File: config.mk
export PLATFORM = sky130hd
export DESIGN_NAME = rcc_top
export DESIGN_NICKNAME = d
export VERILOG_FILES = /design/src/core/rcc_pkg.sv /design/src/core/rcc_top.sv
export SDC_FILE = /design/constraint.sdc
export NUM_CORES = 1
export LEC_CHECK = 0
export BUFFER_PORTS_ARGS = -buffer_cell sky130_fd_sc_hd__buf_2
export CORE_MARGIN = 2
export CORE_UTILIZATION = 40
export DETAILED_ROUTE_END_ITERATION = 12
export PLACE_DENSITY = 0.75
export SLEW_MARGIN = 25
export SYNTH_ARGS = -nofsm -noshare
export SYNTH_HDL_FRONTEND = slang
export SYNTH_SLANG_ARGS = --single-unit
File: constraint.sdc
create_clock -name pclk -period 4.14 [get_ports pclk]
set_input_delay 0.207 -clock pclk [delete_from_list [all_inputs] [get_ports pclk]]
set_output_delay 0.207 -clock pclk [all_outputs]
set_load 0.005 [all_outputs]
File: src/core/rcc_pkg.sv
// Constants, register map and types of the reset and configuration control.
// Assumes one 125 MHz clock and a 32-bit APB master.
//
// Behaviour
// RL1: Config word is 12 bits, 11:5 read zero
// RL2: Bit 4 picks master clear or digital pin
// RL3: Bit 3 low turns code protection on
// RL4: Bit 2 alone enables the watchdog
// RL5: Bit 1 low enables pin pull-up, pin-function only
// RL6: Bit 0 picks 8 MHz or 4 MHz
// RL7: Config word only via programming port
// RL8: Boot at last address, load trim, wrap
// RL9: Calibration location readable despite code protection
// RL10: Trim register write trims the oscillator
// RL11: Six reset kinds are told apart
// RL12: Sleep resets keep registers, except cause flags; pin wake from sleep resets them here
// RL13: Some registers keep contents across non-power-on resets
// RL14: Power-up sets latch; timer runs once clear high
// RL15: Long hold time only after power-up
// RL16: External source holds reset until supply good
// RL17: Watchdog counts its own oscillator
// RL18: Pin change or watchdog ends sleep
// RL19: Watchdog reset or wake clears timeout flag
// RL20: Power-down flag set on power-up, cleared by sleep
// RL21: Pin change in sleep sets wake flag
// RL22: Reset asserts at once, releases on clock

package rcc_pkg;

  // ==========================================================
  // Timing
  localparam int CLK_PERIOD_NS = 8;
  localparam int DRT_POR_NS = 1125000;
  localparam int DRT_SHORT_NS = 10000;
  // Least times round up to whole cycles
  localparam int DRT_POR_CYCLES = (DRT_POR_NS + CLK_PERIOD_NS - 1) / CLK_PERIOD_NS;
  localparam int DRT_SHORT_CYCLES = (DRT_SHORT_NS + CLK_PERIOD_NS - 1) / CLK_PERIOD_NS;
  localparam int DRT_W = 20;
  localparam int WDT_W = 16;

  // ==========================================================
  // Register map: printed offsets are indices, byte address is four times
  localparam int STATUS_IDX = 3;
  localparam int OSC_TRIM_IDX = 5;
  localparam logic [7:0] STATUS_ADDR = 8'(STATUS_IDX * 4);
  localparam logic [7:0] OSC_TRIM_ADDR = 8'(OSC_TRIM_IDX * 4);

  // ==========================================================
  // Status fields
  localparam int STAT_WAKE_BIT = 7;
  localparam int STAT_TO_BIT = 4;
  localparam int STAT_PD_BIT = 3;
  localparam logic [2:0] STAT_SW_RST = 3'h0;
  localparam logic [7:0] OSC_TRIM_RST = 8'hfe;

  // ==========================================================
  // Configuration word
  localparam int CFG_W = 12;
  localparam int CFG_PINFN_BIT = 4;
  localparam int CFG_CP_BIT = 3;
  localparam int CFG_WATCHDOG_ENABLE_BIT_BIT = 2;
  localparam int CFG_PU_BIT = 1;
  localparam int CFG_FREQ_BIT = 0;
  localparam logic [11:0] CFG_IMPL_MASK = 12'h01f;
  localparam logic [11:0] CFG_ERASED = 12'h01f;

  // ==========================================================
  // Boot addresses
  localparam logic [7:0] PC_LAST = 8'hff;
  localparam logic [7:0] PC_WRAP = 8'h00;

  // ==========================================================
  // Types
  typedef enum logic [1:0] {RCC_RUN, RCC_SLEEP, RCC_TIMING} rcc_state_type;
  typedef enum logic [2:0] {
    RCC_CAUSE_POR, RCC_CAUSE_MASTER_CLEAR_N_RUN, RCC_CAUSE_MASTER_CLEAR_N_SLEEP,
    RCC_CAUSE_WDT_RUN, RCC_CAUSE_WDT_SLEEP, RCC_CAUSE_PIN_WAKE
  } rcc_cause_type;

endpackage : rcc_pkg

File: src/core/rcc_top.sv
// Reset sequencer, reset cause flags, oscillator trim and config word.
// Assumes APB on pclk; pins and watchdog oscillator are asynchronous,
// CPU and programming strobes are synchronous to pclk.
//
// Design decision made here: the APB slave port.
`timescale 1ns/1ps

module rcc_top #(
  parameter int unsigned POR_HOLD_CYCLES = rcc_pkg::DRT_POR_CYCLES,
  parameter logic [15:0] WDT_TICKS = 16'h0012,
  parameter logic [7:0] CAL_WORD = 8'h80
) (
  // Clock and power-on reset
  input wire logic pclk,
  input wire logic presetn,
  // APB slave
  input wire logic psel,
  input wire logic penable,
  input wire logic pwrite,
  input wire logic [7:0] paddr,
  input wire logic [31:0] pwdata,
  output logic [31:0] prdata,
  output logic pready,
  output logic pslverr,
  // Asynchronous pins
  input wire logic shared_reset_pin,
  input wire logic [1:0] gp_pins,
  input wire logic watchdog_osc,
  // CPU strobes
  input wire logic sleep_req,
  input wire logic clr_wdt,
  input wire logic port_access,
  input wire logic wake_on_change_en,
  // Programming port
  input wire logic prog_mode,
  input wire logic prog_cfg_we,
  input wire logic [11:0] prog_cfg_wdata,
  output logic [11:0] prog_cfg_rdata,
  input wire logic prog_rd_req,
  input wire logic [7:0] prog_rd_addr,
  output logic prog_rd_allow,
  // Reset outputs
  output logic core_reset_n,
  output logic state_reset_n,
  output logic sleeping,
  output logic [2:0] reset_cause,
  output logic watchdog_timeout,
  // Boot
  output logic [7:0] boot_pc,
  output logic [7:0] boot_w,
  // Configuration outputs
  output logic [7:0] osc_trim,
  output logic osc_freq_sel,
  output logic code_protect_on,
  output logic watchdog_en,
  output logic reset_pin_pullup_en,
  output logic shared_reset_pin_in
);

  localparam int CW = rcc_pkg::DRT_W;

  // ==========================================================
  // Synchronisers
  logic [4:0] sync1;
  logic [4:0] sync2;
  logic wd_s3;
  logic [4:0] next_sync1;
  logic [4:0] next_sync2;
  logic next_wd_s3;
  logic wd_tick;
  logic master_clear_n_eff;
  logic [2:0] pins_now;

  // Two flops per pin; wd_s3 only feeds the edge detector
  always_comb begin
    next_sync1 = {watchdog_osc, shared_reset_pin, gp_pins, 1'b0};
    next_sync2 = sync1;
    next_wd_s3 = sync2[4];
  end

  always_ff @(posedge pclk or negedge presetn) begin
    if (!presetn) begin
      sync1 <= 5'h1e;
      sync2 <= 5'h1e;
      wd_s3 <= 1'b1;
    end else begin
      sync1 <= next_sync1;
      sync2 <= next_sync2;
      wd_s3 <= next_wd_s3;
    end
  end

  assign wd_tick = sync2[4] & ~wd_s3; // [RL17]
  assign pins_now = sync2[3:1];

  // ==========================================================
  // Configuration word
  logic [11:0] cfg;
  logic [11:0] next_cfg;
  logic [11:0] next_prog_cfg_rdata;
  logic next_prog_rd_allow;
  logic next_osc_freq_sel;
  logic next_code_protect_on;
  logic next_watchdog_en;
  logic next_pullup_en;

  // Reachable only from the programming port, never from APB
  always_comb begin
    next_cfg = cfg;
    if (prog_mode && prog_cfg_we) begin
      next_cfg = prog_cfg_wdata & rcc_pkg::CFG_IMPL_MASK; // [RL7] [RL1]
    end
    next_prog_cfg_rdata = prog_mode ? (cfg & rcc_pkg::CFG_IMPL_MASK) : 12'h000; // [RL7] [RL1]
    // Calibration word stays readable under protection
    next_prog_rd_allow = prog_rd_req &
      (cfg[rcc_pkg::CFG_CP_BIT] || (prog_rd_addr == rcc_pkg::PC_LAST)); // [RL9]
    next_osc_freq_sel = cfg[rcc_pkg::CFG_FREQ_BIT]; // [RL6]
    next_code_protect_on = ~cfg[rcc_pkg::CFG_CP_BIT]; // [RL3]
    next_watchdog_en = cfg[rcc_pkg::CFG_WATCHDOG_ENABLE_BIT_BIT]; // [RL4]
    next_pullup_en = cfg[rcc_pkg::CFG_PINFN_BIT] & ~cfg[rcc_pkg::CFG_PU_BIT]; // [RL5]
  end

  // Nonvolatile word: power-on reset stands in for the erased array
  always_ff @(posedge pclk or negedge presetn) begin
    if (!presetn) begin
      cfg <= rcc_pkg::CFG_ERASED;
      prog_cfg_rdata <= 12'h000;
      prog_rd_allow <= 1'b0;
      osc_freq_sel <= 1'b0;
      code_protect_on <= 1'b0;
      watchdog_en <= 1'b0;
      reset_pin_pullup_en <= 1'b0;
      shared_reset_pin_in <= 1'b1;
    end else begin
      cfg <= next_cfg;
      prog_cfg_rdata <= next_prog_cfg_rdata;
      prog_rd_allow <= next_prog_rd_allow;
      osc_freq_sel <= next_osc_freq_sel;
      code_protect_on <= next_code_protect_on;
      watchdog_en <= next_watchdog_en;
      reset_pin_pullup_en <= next_pullup_en;
      shared_reset_pin_in <= sync2[3];
    end
  end

  // Pin as digital I/O ties master clear high
  assign master_clear_n_eff = cfg[rcc_pkg::CFG_PINFN_BIT] ? sync2[3] : 1'b1; // [RL2]

  // ==========================================================
  // Watchdog
  logic [15:0] wcnt;
  logic [15:0] next_wcnt;
  logic next_wdt_to;
  rcc_pkg::rcc_state_type state;

  // Counts only its own oscillator edges, so it runs through sleep
  always_comb begin
    next_wcnt = wcnt;
    next_wdt_to = 1'b0;
    if (!cfg[rcc_pkg::CFG_WATCHDOG_ENABLE_BIT_BIT] || clr_wdt || state == rcc_pkg::RCC_TIMING ||
        (state == rcc_pkg::RCC_RUN && sleep_req)) begin
      next_wcnt = 16'h0000; // [RL4]
    end else if (wd_tick) begin
      if (wcnt == WDT_TICKS - 16'h0001) begin
        next_wcnt = 16'h0000;
        next_wdt_to = 1'b1; // [RL17]
      end else begin
        next_wcnt = wcnt + 16'h0001;
      end
    end
  end

  always_ff @(posedge pclk or negedge presetn) begin
    if (!presetn) begin
      wcnt <= 16'h0000;
      watchdog_timeout <= 1'b0;
    end else begin
      wcnt <= next_wcnt;
      watchdog_timeout <= next_wdt_to;
    end
  end

  // ==========================================================
  // Reset sequencer and cause flags
  rcc_pkg::rcc_state_type next_state;
  rcc_pkg::rcc_cause_type cause;
  rcc_pkg::rcc_cause_type next_cause;
  logic [CW-1:0] cnt;
  logic [CW-1:0] next_cnt;
  logic [CW-1:0] limit;
  logic long_hold;
  logic next_long_hold;
  logic keep;
  logic next_keep;
  logic to_n;
  logic next_to_n;
  logic pd_n;
  logic next_pd_n;
  logic wake_f;
  logic next_wake_f;
  logic [2:0] pin_ref;
  logic [2:0] next_pin_ref;
  logic pin_change;
  logic [7:0] next_boot_pc;
  logic [7:0] next_boot_w;

  assign limit = long_hold ? CW'(POR_HOLD_CYCLES - 1) :
                             CW'(rcc_pkg::DRT_SHORT_CYCLES - 1); // [RL15]
  assign pin_change = wake_on_change_en && (pins_now != pin_ref); // [RL21]

  // Classify each source and start the hold timer
  always_comb begin
    next_state = state;
    next_cause = cause;
    next_cnt = cnt;
    next_long_hold = long_hold;
    next_keep = keep;
    next_to_n = to_n;
    next_pd_n = pd_n;
    next_wake_f = wake_f;
    next_pin_ref = port_access ? pins_now : pin_ref; // [RL21]
    unique case (state)
      rcc_pkg::RCC_RUN: begin
        if (!master_clear_n_eff) begin
          next_state = rcc_pkg::RCC_TIMING; // [RL11]
          next_cause = rcc_pkg::RCC_CAUSE_MASTER_CLEAR_N_RUN;
          next_keep = 1'b0;
          next_wake_f = 1'b0;
          next_cnt = '0;
        end else if (watchdog_timeout) begin
          next_state = rcc_pkg::RCC_TIMING; // [RL11]
          next_cause = rcc_pkg::RCC_CAUSE_WDT_RUN;
          next_keep = 1'b0;
          next_to_n = 1'b0; // [RL19]
          next_wake_f = 1'b0;
          next_cnt = '0;
        end else if (sleep_req) begin
          next_state = rcc_pkg::RCC_SLEEP;
          next_pd_n = 1'b0; // [RL20]
          next_to_n = 1'b1;
        end
      end
      rcc_pkg::RCC_SLEEP: begin
        // Master clear and watchdog resets in sleep keep registers; pin wake resets them
        if (!master_clear_n_eff) begin
          next_state = rcc_pkg::RCC_TIMING; // [RL11]
          next_cause = rcc_pkg::RCC_CAUSE_MASTER_CLEAR_N_SLEEP;
          next_keep = 1'b1; // [RL12]
          next_to_n = 1'b1;
          next_pd_n = 1'b0;
          next_wake_f = 1'b0;
          next_cnt = '0;
        end else if (watchdog_timeout) begin
          next_state = rcc_pkg::RCC_TIMING; // [RL18]
          next_cause = rcc_pkg::RCC_CAUSE_WDT_SLEEP;
          next_keep = 1'b1; // [RL12]
          next_to_n = 1'b0; // [RL19]
          next_pd_n = 1'b0;
          next_wake_f = 1'b0;
          next_cnt = '0;
        end else if (pin_change) begin
          next_state = rcc_pkg::RCC_TIMING; // [RL18]
          next_cause = rcc_pkg::RCC_CAUSE_PIN_WAKE;
          next_keep = 1'b0; // [RL12]
          next_to_n = 1'b1;
          next_pd_n = 1'b0;
          next_wake_f = 1'b1; // [RL21]
          next_cnt = '0;
        end
      end
      rcc_pkg::RCC_TIMING: begin
        // Timer waits for master clear high, restarts if it drops
        if (!master_clear_n_eff) begin
          next_cnt = '0; // [RL14]
        end else if (cnt >= limit) begin
          next_state = rcc_pkg::RCC_RUN; // [RL14]
          next_long_hold = 1'b0; // [RL15]
          next_cnt = '0;
        end else begin
          next_cnt = cnt + CW'(1);
        end
      end
    endcase
  end

  // Vector fetch loads trim into W and wraps PC in the same cycle
  always_comb begin
    next_boot_pc = boot_pc;
    next_boot_w = boot_w;
    if (next_state == rcc_pkg::RCC_TIMING) begin
      next_boot_pc = rcc_pkg::PC_LAST; // [RL8]
    end else if (state == rcc_pkg::RCC_RUN && boot_pc == rcc_pkg::PC_LAST) begin
      next_boot_pc = rcc_pkg::PC_WRAP; // [RL8]
      next_boot_w = CAL_WORD;
    end
  end

  // Power-on sets the latch asynchronously; release is clocked
  always_ff @(posedge pclk or negedge presetn) begin
    if (!presetn) begin
      state <= rcc_pkg::RCC_TIMING; // [RL14]
      cause <= rcc_pkg::RCC_CAUSE_POR;
      cnt <= '0;
      long_hold <= 1'b1; // [RL15]
      keep <= 1'b0;
      to_n <= 1'b1;
      pd_n <= 1'b1; // [RL20]
      wake_f <= 1'b0;
      pin_ref <= 3'h0;
      core_reset_n <= 1'b0; // [RL22]
      state_reset_n <= 1'b0;
      sleeping <= 1'b0;
      reset_cause <= 3'h0;
      boot_pc <= rcc_pkg::PC_LAST;
      boot_w <= 8'h00;
    end else begin
      state <= next_state;
      cause <= next_cause;
      cnt <= next_cnt;
      long_hold <= next_long_hold;
      keep <= next_keep;
      to_n <= next_to_n;
      pd_n <= next_pd_n;
      wake_f <= next_wake_f;
      pin_ref <= next_pin_ref;
      core_reset_n <= (next_state != rcc_pkg::RCC_TIMING); // [RL22]
      state_reset_n <= !(next_state == rcc_pkg::RCC_TIMING && !next_keep); // [RL12]
      sleeping <= (next_state == rcc_pkg::RCC_SLEEP);
      reset_cause <= next_cause;
      boot_pc <= next_boot_pc;
      boot_w <= next_boot_w;
    end
  end

  // ==========================================================
  // APB slave, one wait state
  logic [2:0] stat_sw;
  logic [2:0] next_stat_sw;
  logic [7:0] next_osc_trim;
  logic next_pready;
  logic next_pslverr;
  logic [31:0] next_prdata;
  logic hit_status;
  logic hit_trim;
  logic commit;
  logic [7:0] status_word;

  assign hit_status = (paddr == rcc_pkg::STATUS_ADDR);
  assign hit_trim = (paddr == rcc_pkg::OSC_TRIM_ADDR);
  assign commit = psel & penable & pready;
  assign status_word = {wake_f, 2'b00, to_n, pd_n, stat_sw}; // [RL11]

  // Writes land only at the edge that samples pready high
  always_comb begin
    next_pready = psel & penable & ~pready;
    next_pslverr = psel & penable & ~pready & ~(hit_status | hit_trim);
    next_prdata = 32'h0000_0000;
    next_stat_sw = stat_sw;
    next_osc_trim = osc_trim;
    if (psel && penable && !pready && !pwrite) begin
      if (hit_status) begin
        next_prdata = {24'h000000, status_word};
      end else if (hit_trim) begin
        next_prdata = {24'h000000, osc_trim};
      end
    end
    if (commit && pwrite && hit_status) begin
      next_stat_sw = pwdata[2:0]; // Cause flags are read-only
    end
    if (commit && pwrite && hit_trim) begin
      next_osc_trim = pwdata[7:0]; // [RL10]
    end
  end

  // Trim and scratch bits survive every reset but power-on
  always_ff @(posedge pclk or negedge presetn) begin
    if (!presetn) begin
      pready <= 1'b0;
      pslverr <= 1'b0;
      prdata <= 32'h0000_0000;
      stat_sw <= rcc_pkg::STAT_SW_RST;
      osc_trim <= rcc_pkg::OSC_TRIM_RST; // [RL13]
    end else begin
      pready <= next_pready;
      pslverr <= next_pslverr;
      prdata <= next_prdata;
      stat_sw <= next_stat_sw;
      osc_trim <= next_osc_trim; // [RL13]
    end
  end

endmodule : rcc_top

# After elaboration in Yosys (flattened, before gate mapping)
# Cells that the tools add are included.
word_totals:
  register_bits: 132
  input_bits: 76
  out_inout_bits: 83
  wordCells: 157
op_classes:
  add_sub_neg: 2
  magnitude_cmp: 1
  n_eq_ne: 17
  muxes: 61
  bitwise: 14
  n_reduce_logical: 30
op_table:
  columns: ["cell", "count"]
  rows:
  - ["$mux W20", 7]
  - ["$mux W32", 2]
  - ["$pmux W20 S3", 1]
  - ["$mux W16", 3]
  - ["$mux W1", 24]
  - ["$mux W8", 3]
  - ["$add A20 B1 Y20 const B", 1]
  - ["$ge A20 B18 Y1", 1]
  - ["$mux W18", 1]
  - ["$add A16 B1 Y16 const B", 1]
  - ["$eq A16 B5 Y1 const B", 1]
  - ["$eq A8 B8 Y1 const B", 2]
  - ["$mux W2", 8]
  - ["$mux W3", 5]
  - ["$logic_and A1 B1 Y1", 11]
  - ["$eq A8 B4 Y1 const B", 1]
  - ["$eq A8 B5 Y1 const B", 1]
  - ["$ne A2 B2 Y1 const B", 4]
  - ["$pmux W1 S2", 4]
  - ["$and A1 B1 Y1", 7]
  - ["$ne A3 B3 Y1 const B", 2]
  - ["$not A1 Y1", 6]
  - ["$pmux W2 S3", 1]
  - ["$pmux W3 S2", 1]
  - ["other kinds (14)", 27]

# Logic depth before layout (Yosys ltp)
# Gate-level depths: netlist (run 1).
depth:
  depth_word: 9
  mapped_depth: 10
  mapped_depth_nobuf: 9

# Least setup slack after synthesis (run 1)
# No wires, ideal clock.
synth_timing:
  path_kind: "reg-to-reg"
  from: "register long_hold"
  to: "register state_reset_n"
  setup_time_ps: 131
  arrival_time_ps: 2486
  t_required_ps: 4009
  slack_ps: 1522
  path_stages_with_launch: 9
  path_buffers: 0
  synth_period_minus_slack_ps: 2618
  path_cell_list: "dfstp_2 > inv_1 > ha_1 > or4bb_1 > a211o_1 > a31o_2 > a21oi_4 > a21boi_2 > or3_1"
synth_between:
  elab_chain_cells: 8
synth_lines:
  columns: ["element", "line", "source"]
  rows:
  - ["from (decl)", "rcc_top.sv:191", "logic long_hold;"]
  - ["from (signal assigned)", "rcc_top.sv:320", "long_hold <= next_long_hold;"]
  - ["$mux W18", "rcc_top.sv:207", "assign limit = long_hold ? CW'(POR_HOLD_CYCLES - 1) :"]
  - ["$ge A20 B18 Y1", "rcc_top.sv:275", "end else if (cnt >= limit) begin"]
  - ["$mux W2", "rcc_top.sv:275", null]
  - ["$mux W2", "rcc_top.sv:273", "if (!master_clear_n_eff) begin"]
  - ["$pmux W2 S3", "rcc_top.sv:222", "unique case (state)"]
  - ["via next_state[0]", "rcc_top.sv:185", "rcc_pkg::rcc_state_type next_state;"]
  - ["$eq A2 B2 Y1", "rcc_top.sv:327", "state_reset_n <= !(next_state == rcc_pkg::RCC_TIMING && !next_keep);"]
  - ["$logic_and A1 B1 Y1", "rcc_top.sv:327", null]
  - ["$logic_not A1 Y1", "rcc_top.sv:327", null]
  - ["to (signal assigned)", "rcc_top.sv:327", null]
  - ["to (decl)", "rcc_top.sv:44", "output logic state_reset_n,"]
# The timed path passes the listed nets, and every way through them passes these cells.
# A chain may end at the register's enable or synchronous reset.

# Final worst setup path (run 1)
layout_timing:
  from: "register long_hold"
  to: "register cnt[8]"
layout_between:
  elab_chain_cells: 5
layout_lines:
  columns: ["element", "line", "source"]
  rows:
  - ["$mux W18", "rcc_top.sv:207", null]
  - ["$ge A20 B18 Y1", "rcc_top.sv:275", null]
  - ["$mux W20", "rcc_top.sv:275", null]
  - ["$mux W20", "rcc_top.sv:273", null]
  - ["$pmux W20 S3", "rcc_top.sv:222", null]
  - ["to (signal assigned)", "rcc_top.sv:319", "cnt <= next_cnt;"]
  - ["to (decl)", "rcc_top.sv:188", "logic [CW-1:0] cnt;"]
# No other way between the ends.

==> impl_results.md, run 1 <==
* Status: complete, no violations
* Number of global-route vias before repair at 3,584
* Die width at approximately 120 um
* Mapped cell area at ~5000 um^2
* Via-to-Cell Ratio at 5.00
* Maximum VDD drop at roughly 0.33 mV
* CTS Sinks at 101
* Synth area leaders: dfrtp_1, dfstp_2, buf_4, mux2_2, ha_1
* Antenna Nets Post-Route at 0
* DRC violations left at 0
* Post-CTS setup buffers at 0
* Final setup fails at 0
* # IOs at 159
* Flop pwr share at 0.447
* Net Sw Power at 0.789 mW
* Mean area per synthesized cell at 10.6 um^2
* Skew final at about 0.0087 ns
* Final WL at about 10,000 um
* Crit path kind: reg -> reg
* Area delta synth->final at 14.9%
* Number of buffers and inverters on the critical path at 1
* CP max stage cell: dfstp_2
* TritonCTS buffer count at 9
* Cells after DPL at 713
* Post-synthesis sequential area ratio at 0.509
* Layout Cells excl Fill at ~730
* Clock transition at path regs at 0.07 ns
* Layout Nets at 651
* First-pass GRT wire length at 17,000 um
* DR pass1 iterations at 4
* Unrepaired setup endpoints after global routing: no
* H-tree depth at 3
* CP required at ~4.4 ns
* Die Span Y at roughly 120 um
* Crit path cell chain: inv_1 -> ha_1 -> or4bb_1 -> a211o_1 -> a31o_2 -> nand4_1 -> and2_1 -> nor2_1
* Count leader, synth: dfrtp_1
* Setup_tns at 0 ns
* Synth cell types at between 50 and 60
* Reg-to-reg endpoint: cnt[8]
* CP Launch Point: long_hold
* Synthesis Warnings at 0
* Leakage at 2.72 nW
* WL/cell at between 10 and 15 um
* Worst Reg-to-Reg Cells at 8
* EDFF count, synth at 0
* Buffer depth of the longest clock path at 2
* GRT overflow at 0
* Total Power at 2.56 mW
* Worst skew pair latency at 0.35 ns
* Part of the cycle the worst path needs at 0.736
* Critical path depth at 8
* # fillers at 1,124
* Worst r2r src: long_hold
* Slew HR at 0.366
* Fmax at 0.328 GHz
* Crit path time final at just over 3 ns
* Mapped Cells at 474
* Asr flop ratio synth at 1.00
* Share of cells above drive strength 1 at 0.288
* Int Pwr at 1.77 mW
* Element type at the critical path end: register
* Clk pwr share at 0.310
* CTS tree: built
* Count of state elements after synthesis at 101
* Drt first-iter violations at 217
* DR vias at roughly 3,700
* Hold/Removal Path Class: in -> reg
* Hpwl dp at 7500 um
* Crit start category: register
* Flop-to-flop setup slack at 1.09 ns
* Combinational fraction of design power at 0.243
* Post-synth top cells: dfrtp_1, buf_4, nor2_1, dfstp_2, nand2_1
* Post-CTS Resized at 0
* Max-cap violations at 0
* Hold Fails Final Rpt at 0
* Initial antenna violation count at 0
* Core area at 12,200 um^2
* CP Max Fanout at 11
* GRT Total Usage at 0.162
* Post-synth top area share at 0.368
* WHS at 0.0605 ns
* End of the critical path: cnt[8]
* Root Driver: clkbuf_16
* Slew Viols, Final at 0
* Starting Density at 0.414
* Leading area contributor after synthesis: dfrtp_1
* Row Count at 40
* Final antenna diode count at 0
* Worst slew pin tran at 0.948 ns
* CP delay by family, top: simple AND/OR/NAND/NOR gates
* Dominant synthesized flop cell: dfrtp_1
* Port buffer count at 89
* Critical path arrival at approximately 3.3 ns
* HP Start: prog_rd_req
* Die area at roughly 13,000 um^2
* CP max stage delay at 0.55 ns
* Sw frac at 0.309
* GP Congestion at 0.814
* Largest net degree at the start of global routing at 70
* Pwr Density at 442 nW/um^2
[final cells by class]
cell class	instances	area, um^2	share of cell area
Tap cell	168	210	0.0363
Multi-Input combinational cell	340	2170	0.376
Timing Repair Buffer	95	505	0.0874
Sequential cell	101	2560	0.443
Inverter	14	52.6	0.00909
Clock inverter	3	21.3	0.00368
Clock buffer	13	260	0.0450
[kinds of logic after synthesis]
logic type                 count (synthesis)  share of synthesized area
and+or+nand+nor                          169                      0.178
DFF                                      101                      0.509
AOI/OAI and AO/OA                         76                      0.104
buffers and inverters                     70                     0.0868
muxes                                     25                     0.0552
xor gates and xnor gates                  18                     0.0313
adders and majority gates                 14                     0.0348
other                                      1                   0.000745
[how the worst min path moves through the flow]
stage | to | slack [ns] | depth (start not counted)
2_1_floorplan | boot_w[7] | -0.09 | 0
6_report | prog_rd_allow | 0.06 | 2
5_1_grt | prog_rd_allow | 0.06 | 2
3_5_place_dp | next_sync2[3] | 0.32 | 1
3_3_place_gp | next_sync2[4] | 0.31 | 1
4_1_cts | prog_rd_allow | 0.05 | 2
[cells in the final DEF, fill, tap and decap left out, types with 14 or more instances in the layout]
cell type	Yosys	layout
dfrtp_1	74	74
nand3_1	14	14
buf_2	1	88
nand2_1	27	27
inv_1	14	14
ha_1	14	14
dfstp_2	27	27
conb_1	1	38
o21ai_0	20	20
mux2_2	22	22
nor2_1	43	43
[metal layers]
metal / global-route usage / wire [um] / share of wire / vias up
met3: 0.0503 / 638 / 0.063 / 6
li1: - / - / - / 1763
met4: 0.0492 / 73 / 0.0072 / 0
met1: 0.197 / 4440 / 0.43 / 1773
met5: 0 / 0 / 0 / -
met2: 0.276 / 5050 / 0.50 / 127
[worst reg2reg max path: stages (launching register included)]
cell and delay (ns):
dfstp_2 0.55, inv_1 0.12, ha_1 0.30, or4bb_1 0.52
a211o_1 0.29, a31o_2 0.26, nand4_1 0.35, and2_1 0.42
nor2_1 0.11
[flip-flops by register name, summed over array words and instances (netlist names), 2 cells and up]
register,cells
cnt,20
wcnt,16
osc_trim,8
prdata,8
cfg,5
prog_cfg_rdata,5
next_sync2,4
sync2,4
cause,3
pin_ref,3
stat_sw,3
state,2
[through the flow]
stage / instance area, um^2 / util / setup WS [ns]
6_report: 5780 / 0.476 / 1.09
5_1_grt: 5780 / 0.476 / 0.956
4_1_cts: 5780 / 0.476 / 1.11
3_5_place_dp: 5450 / 0.448 / 1.11
3_3_place_gp: 5450 / 0.448 / 1.18
2_1_floorplan: 5170 / - / 1.52
[power by group through the flow]
stage               clock network (mW)  registers (mW)  logic, mW
finish                           0.793            1.14      0.621
floorplan                            0            1.15      0.482
CTS                              0.828            1.14      0.625
global placement                     0            1.16      0.592
detailed placement                   0            1.16      0.619
global route                     0.873            1.15      0.712
[repair_timing]
action,4_1_cts,5_1_grt
hold buffers,5,0
hold endpoints to repair,6,0
setup endpoints to repair,0,0
(Power assumes the default switching activity.)
==> inputs of run 2 (changes only) <==
Settings changed: ABC_AREA set to 1.
Clock period 4.14 ns to 3.1 ns, I/O delays scaled along.
==> impl_results.md, run 2 <==
* Status: complete, no violations
* Skew final at 0.00918 ns (+0.000489 ns)
* Max reg flops at 20 (unchanged)
* CTS tree: built
* Count leader, synth: nand2_1
* Core area at 12,600 um^2 (+3.3%)
* Buffer depth of the longest clock path at 2 (unchanged)
* Share of cells above drive strength 1 at 0.271 (-0.0174)
* Post-CTS setup buffers at 0 (unchanged)
* HP Start: prog_cfg_wdata[2]
* Layout Nets at 754 (+16%)
* Synthesis Warnings at 0 (unchanged)
* Mapped cell area at 5130 um^2 (+2.0%)
* WL/cell at 12.0 um (-14%)
* Maximum VDD drop at 0.402 mV (+23%)
* Worst r2r src: long_hold
* Crit path kind: reg -> reg
* CTS Sinks at 101 (unchanged)
* Final setup fails at 0 (unchanged)
* Area of the multi-input gates at 2040 um^2 (-5.9%)
* DR pass1 iterations at 4 (unchanged)
* Final core utilization at 0.471 (-0.00463)
* Final antenna diode count at 0 (unchanged)
* DP Area at 5580 um^2 (+2.3%)
* First-pass GRT wire length at 16,700 um (-1.9%)
* Die width at 117 um (+0.94%)
* Setup_tns at 0 ns (unchanged)
* Pwr Density at 585 nW/um^2 (+32%)
* Most common cell after layout, fill and taps aside: nand2_1
* Largest net degree at the start of global routing at 57 (-19%)
* Part of the cycle the worst path needs at 0.722 (-0.0135)
* Initial antenna violation count at 0 (unchanged)
* Pre-CTS setup slack at 0.833 ns (-0.275 ns)
* Critical path arrival at 2.43 ns (-0.84 ns)
* Hold/Removal Path Class: in -> reg
* Slew HR at 0.530 (+0.164)
* Die Span Y at 117 um (+0.94%)
* Leading area contributor after synthesis: dfrtp_1
* # IOs at 159 (unchanged)
* Fmax at 0.447 GHz (+36%)
* Register area at 2560 um^2 (unchanged)
* Area delta synth->final at 15.4%
* Post-CTS Resized at 0 (unchanged)
* Hpwl dp at 7800 um (+4.0%)
* Max-cap violations at 0 (unchanged)
* CP Max Fanout at 6 (-5)
* Final worst setup slack at 0.861 ns (-0.233 ns)
* CP Launch Point: long_hold
* Most frequent cells in the layout: nand2_1, buf_2, dfrtp_1, inv_1, nor2_1
* Layout Cells excl Fill at 841 (+15%)
* Synth area leaders: dfrtp_1, dfstp_2, nand2_1, buf_4, inv_1
* Cells after DPL at 820 (+15%)
* Root Driver: clkbuf_16
* Unrepaired setup endpoints after global routing: no
* Post-synthesis sequential area ratio at 0.499 (-0.00981)
* Row Count at 41 (+2.5%)
* Asr flop ratio synth at 1.00 (unchanged)
* Leakage at 2.86 nW (+5.3%)
* Element type at the critical path end: register
* GRT overflow at 0 (unchanged)
* Antenna Nets Post-Route at 0 (unchanged)
* EDFF count, synth at 0 (unchanged)
* H-tree depth at 3 (unchanged)
* Dominant synthesized flop cell: dfrtp_1
* Synth cell types at 43 (-27%)
* Die area at 13,700 um^2 (+1.9%)
* Worst slew pin tran at 0.705 ns (-0.244 ns)
* Mapped Cells at 569 (+20%)
* Crit start category: register
* Post-synth top area share at 0.361 (-0.00709)
* Hold Fails Final Rpt at 0 (unchanged)
* Most flops, register: cnt
* Total Power at 3.46 mW (+35%)
* Post-route cell area at 5920 um^2 (+2.3%)
* Count of state elements after synthesis at 101 (unchanged)
* GP Congestion at 0.868 (+6.6%)
* Via-to-Cell Ratio at 4.58 (-8.3%)
* Post-synth top cells: nand2_1, dfrtp_1, inv_1, nor2_1, buf_4
* DRC violations left at 0 (unchanged)
* Top flop regs: cnt x20, wcnt x16
* TritonCTS buffer count at 9 (unchanged)
* Mean area per synthesized cell at 9.02 um^2 (-15%)
* WHS at 0.0348 ns (-0.0257 ns)
* CP required at 3.29 ns (-1.07 ns)
* GRT Total Usage at 0.156 (-0.00541)
* Slew Viols, Final at 0 (unchanged)
* Starting Density at 0.408 (-0.00552)
* Number of global-route vias before repair at 3,660 (+2.1%)
* Hold buffer count at cts at 5 (unchanged)
* Clock transition at path regs at 0.07 ns (about the same)
* Crit path time final at 2.24 ns (-0.807 ns)
* Worst skew pair latency at 0.35 ns (about the same)
* Drt first-iter violations at 211 (-2.8%)
* Port buffer count at 89 (unchanged)
* Final WL at 10,100 um (-0.89%)
* DR vias at 3,853 (+5.0%)
* # fillers at 1,206 (+7.3%)
[run 2: cell types whose count changed after synthesis, moves of 10 or more]
cell / previous run / this run
inv_1: 14 / 65
and3_1: 13 / 1
nor2_1: 43 / 54
nand2_1: 27 / 98
and2_1: 13 / 0
a21oi_1: 10 / 30
mux2_2: 22 / 11
nand3_1: 14 / 24
[run 2: layout make-up]
cell class | instances | share of cell area
flip-flops and latches | 101 | 0.433
multi-input cells | 379 | 0.345
repair buffers | 96 | 0.0867
inverters | 77 | 0.0495
clock buffers | 16 | 0.0493
well taps | 172 | 0.0364
[run 2: kinds of logic after synthesis]
group / after synthesis / share of synthesized area
DFF: 101 / 0.499
other: 1 / 0.000731
adders and majority gates: 14 / 0.0341
and+or+nand+nor: 239 / 0.223
muxes: 11 / 0.0241
xor gates and xnor gates: 10 / 0.0171
AOI/OAI and AO/OA: 67 / 0.0724
buffers and inverters: 126 / 0.129
[run 2: report_power, final]
group          total (mW)  internal [mW]  leakage, nW  switching [mW]
clock                1.09          0.634        0.143           0.454
sequential           1.52           1.45         1.27          0.0710
combinational       0.856          0.289         1.45           0.567
total                3.46           2.37         2.86            1.09
[run 2: critical path: stages (launching register included)]
cell,delay [ns]
dfstp_2,0.55
inv_1,0.12
ha_1,0.32
a21oi_1,0.16
nand2_1,0.06
nor2_1,0.13
nand3_2,0.13
nand2_1,0.11
nand3_1,0.08
nand2_1,0.08
nand2_1,0.10
inv_1,0.12
nand4_1,0.13
[run 2: path summary, 6_finish.rpt]
check / to / cells past startpoint / slack, ns
min reg2reg: sync2[1] / 0 / 0.36
min: cfg[2] / 2 / 0.03
max in group asynchronous: sync2[4] / 3 / 1.81
max: state_reset_n / 12 / 0.86
max reg2reg: state_reset_n / 12 / 0.86
min in group asynchronous: cnt[6] / 2 / 0.41
[run 2: per-layer routing]
layer,wire [um],GRT usage
met1,4500,0.199
met2,5040,0.260
met3,448,0.0360
met4,125,0.0588
met5,0,0
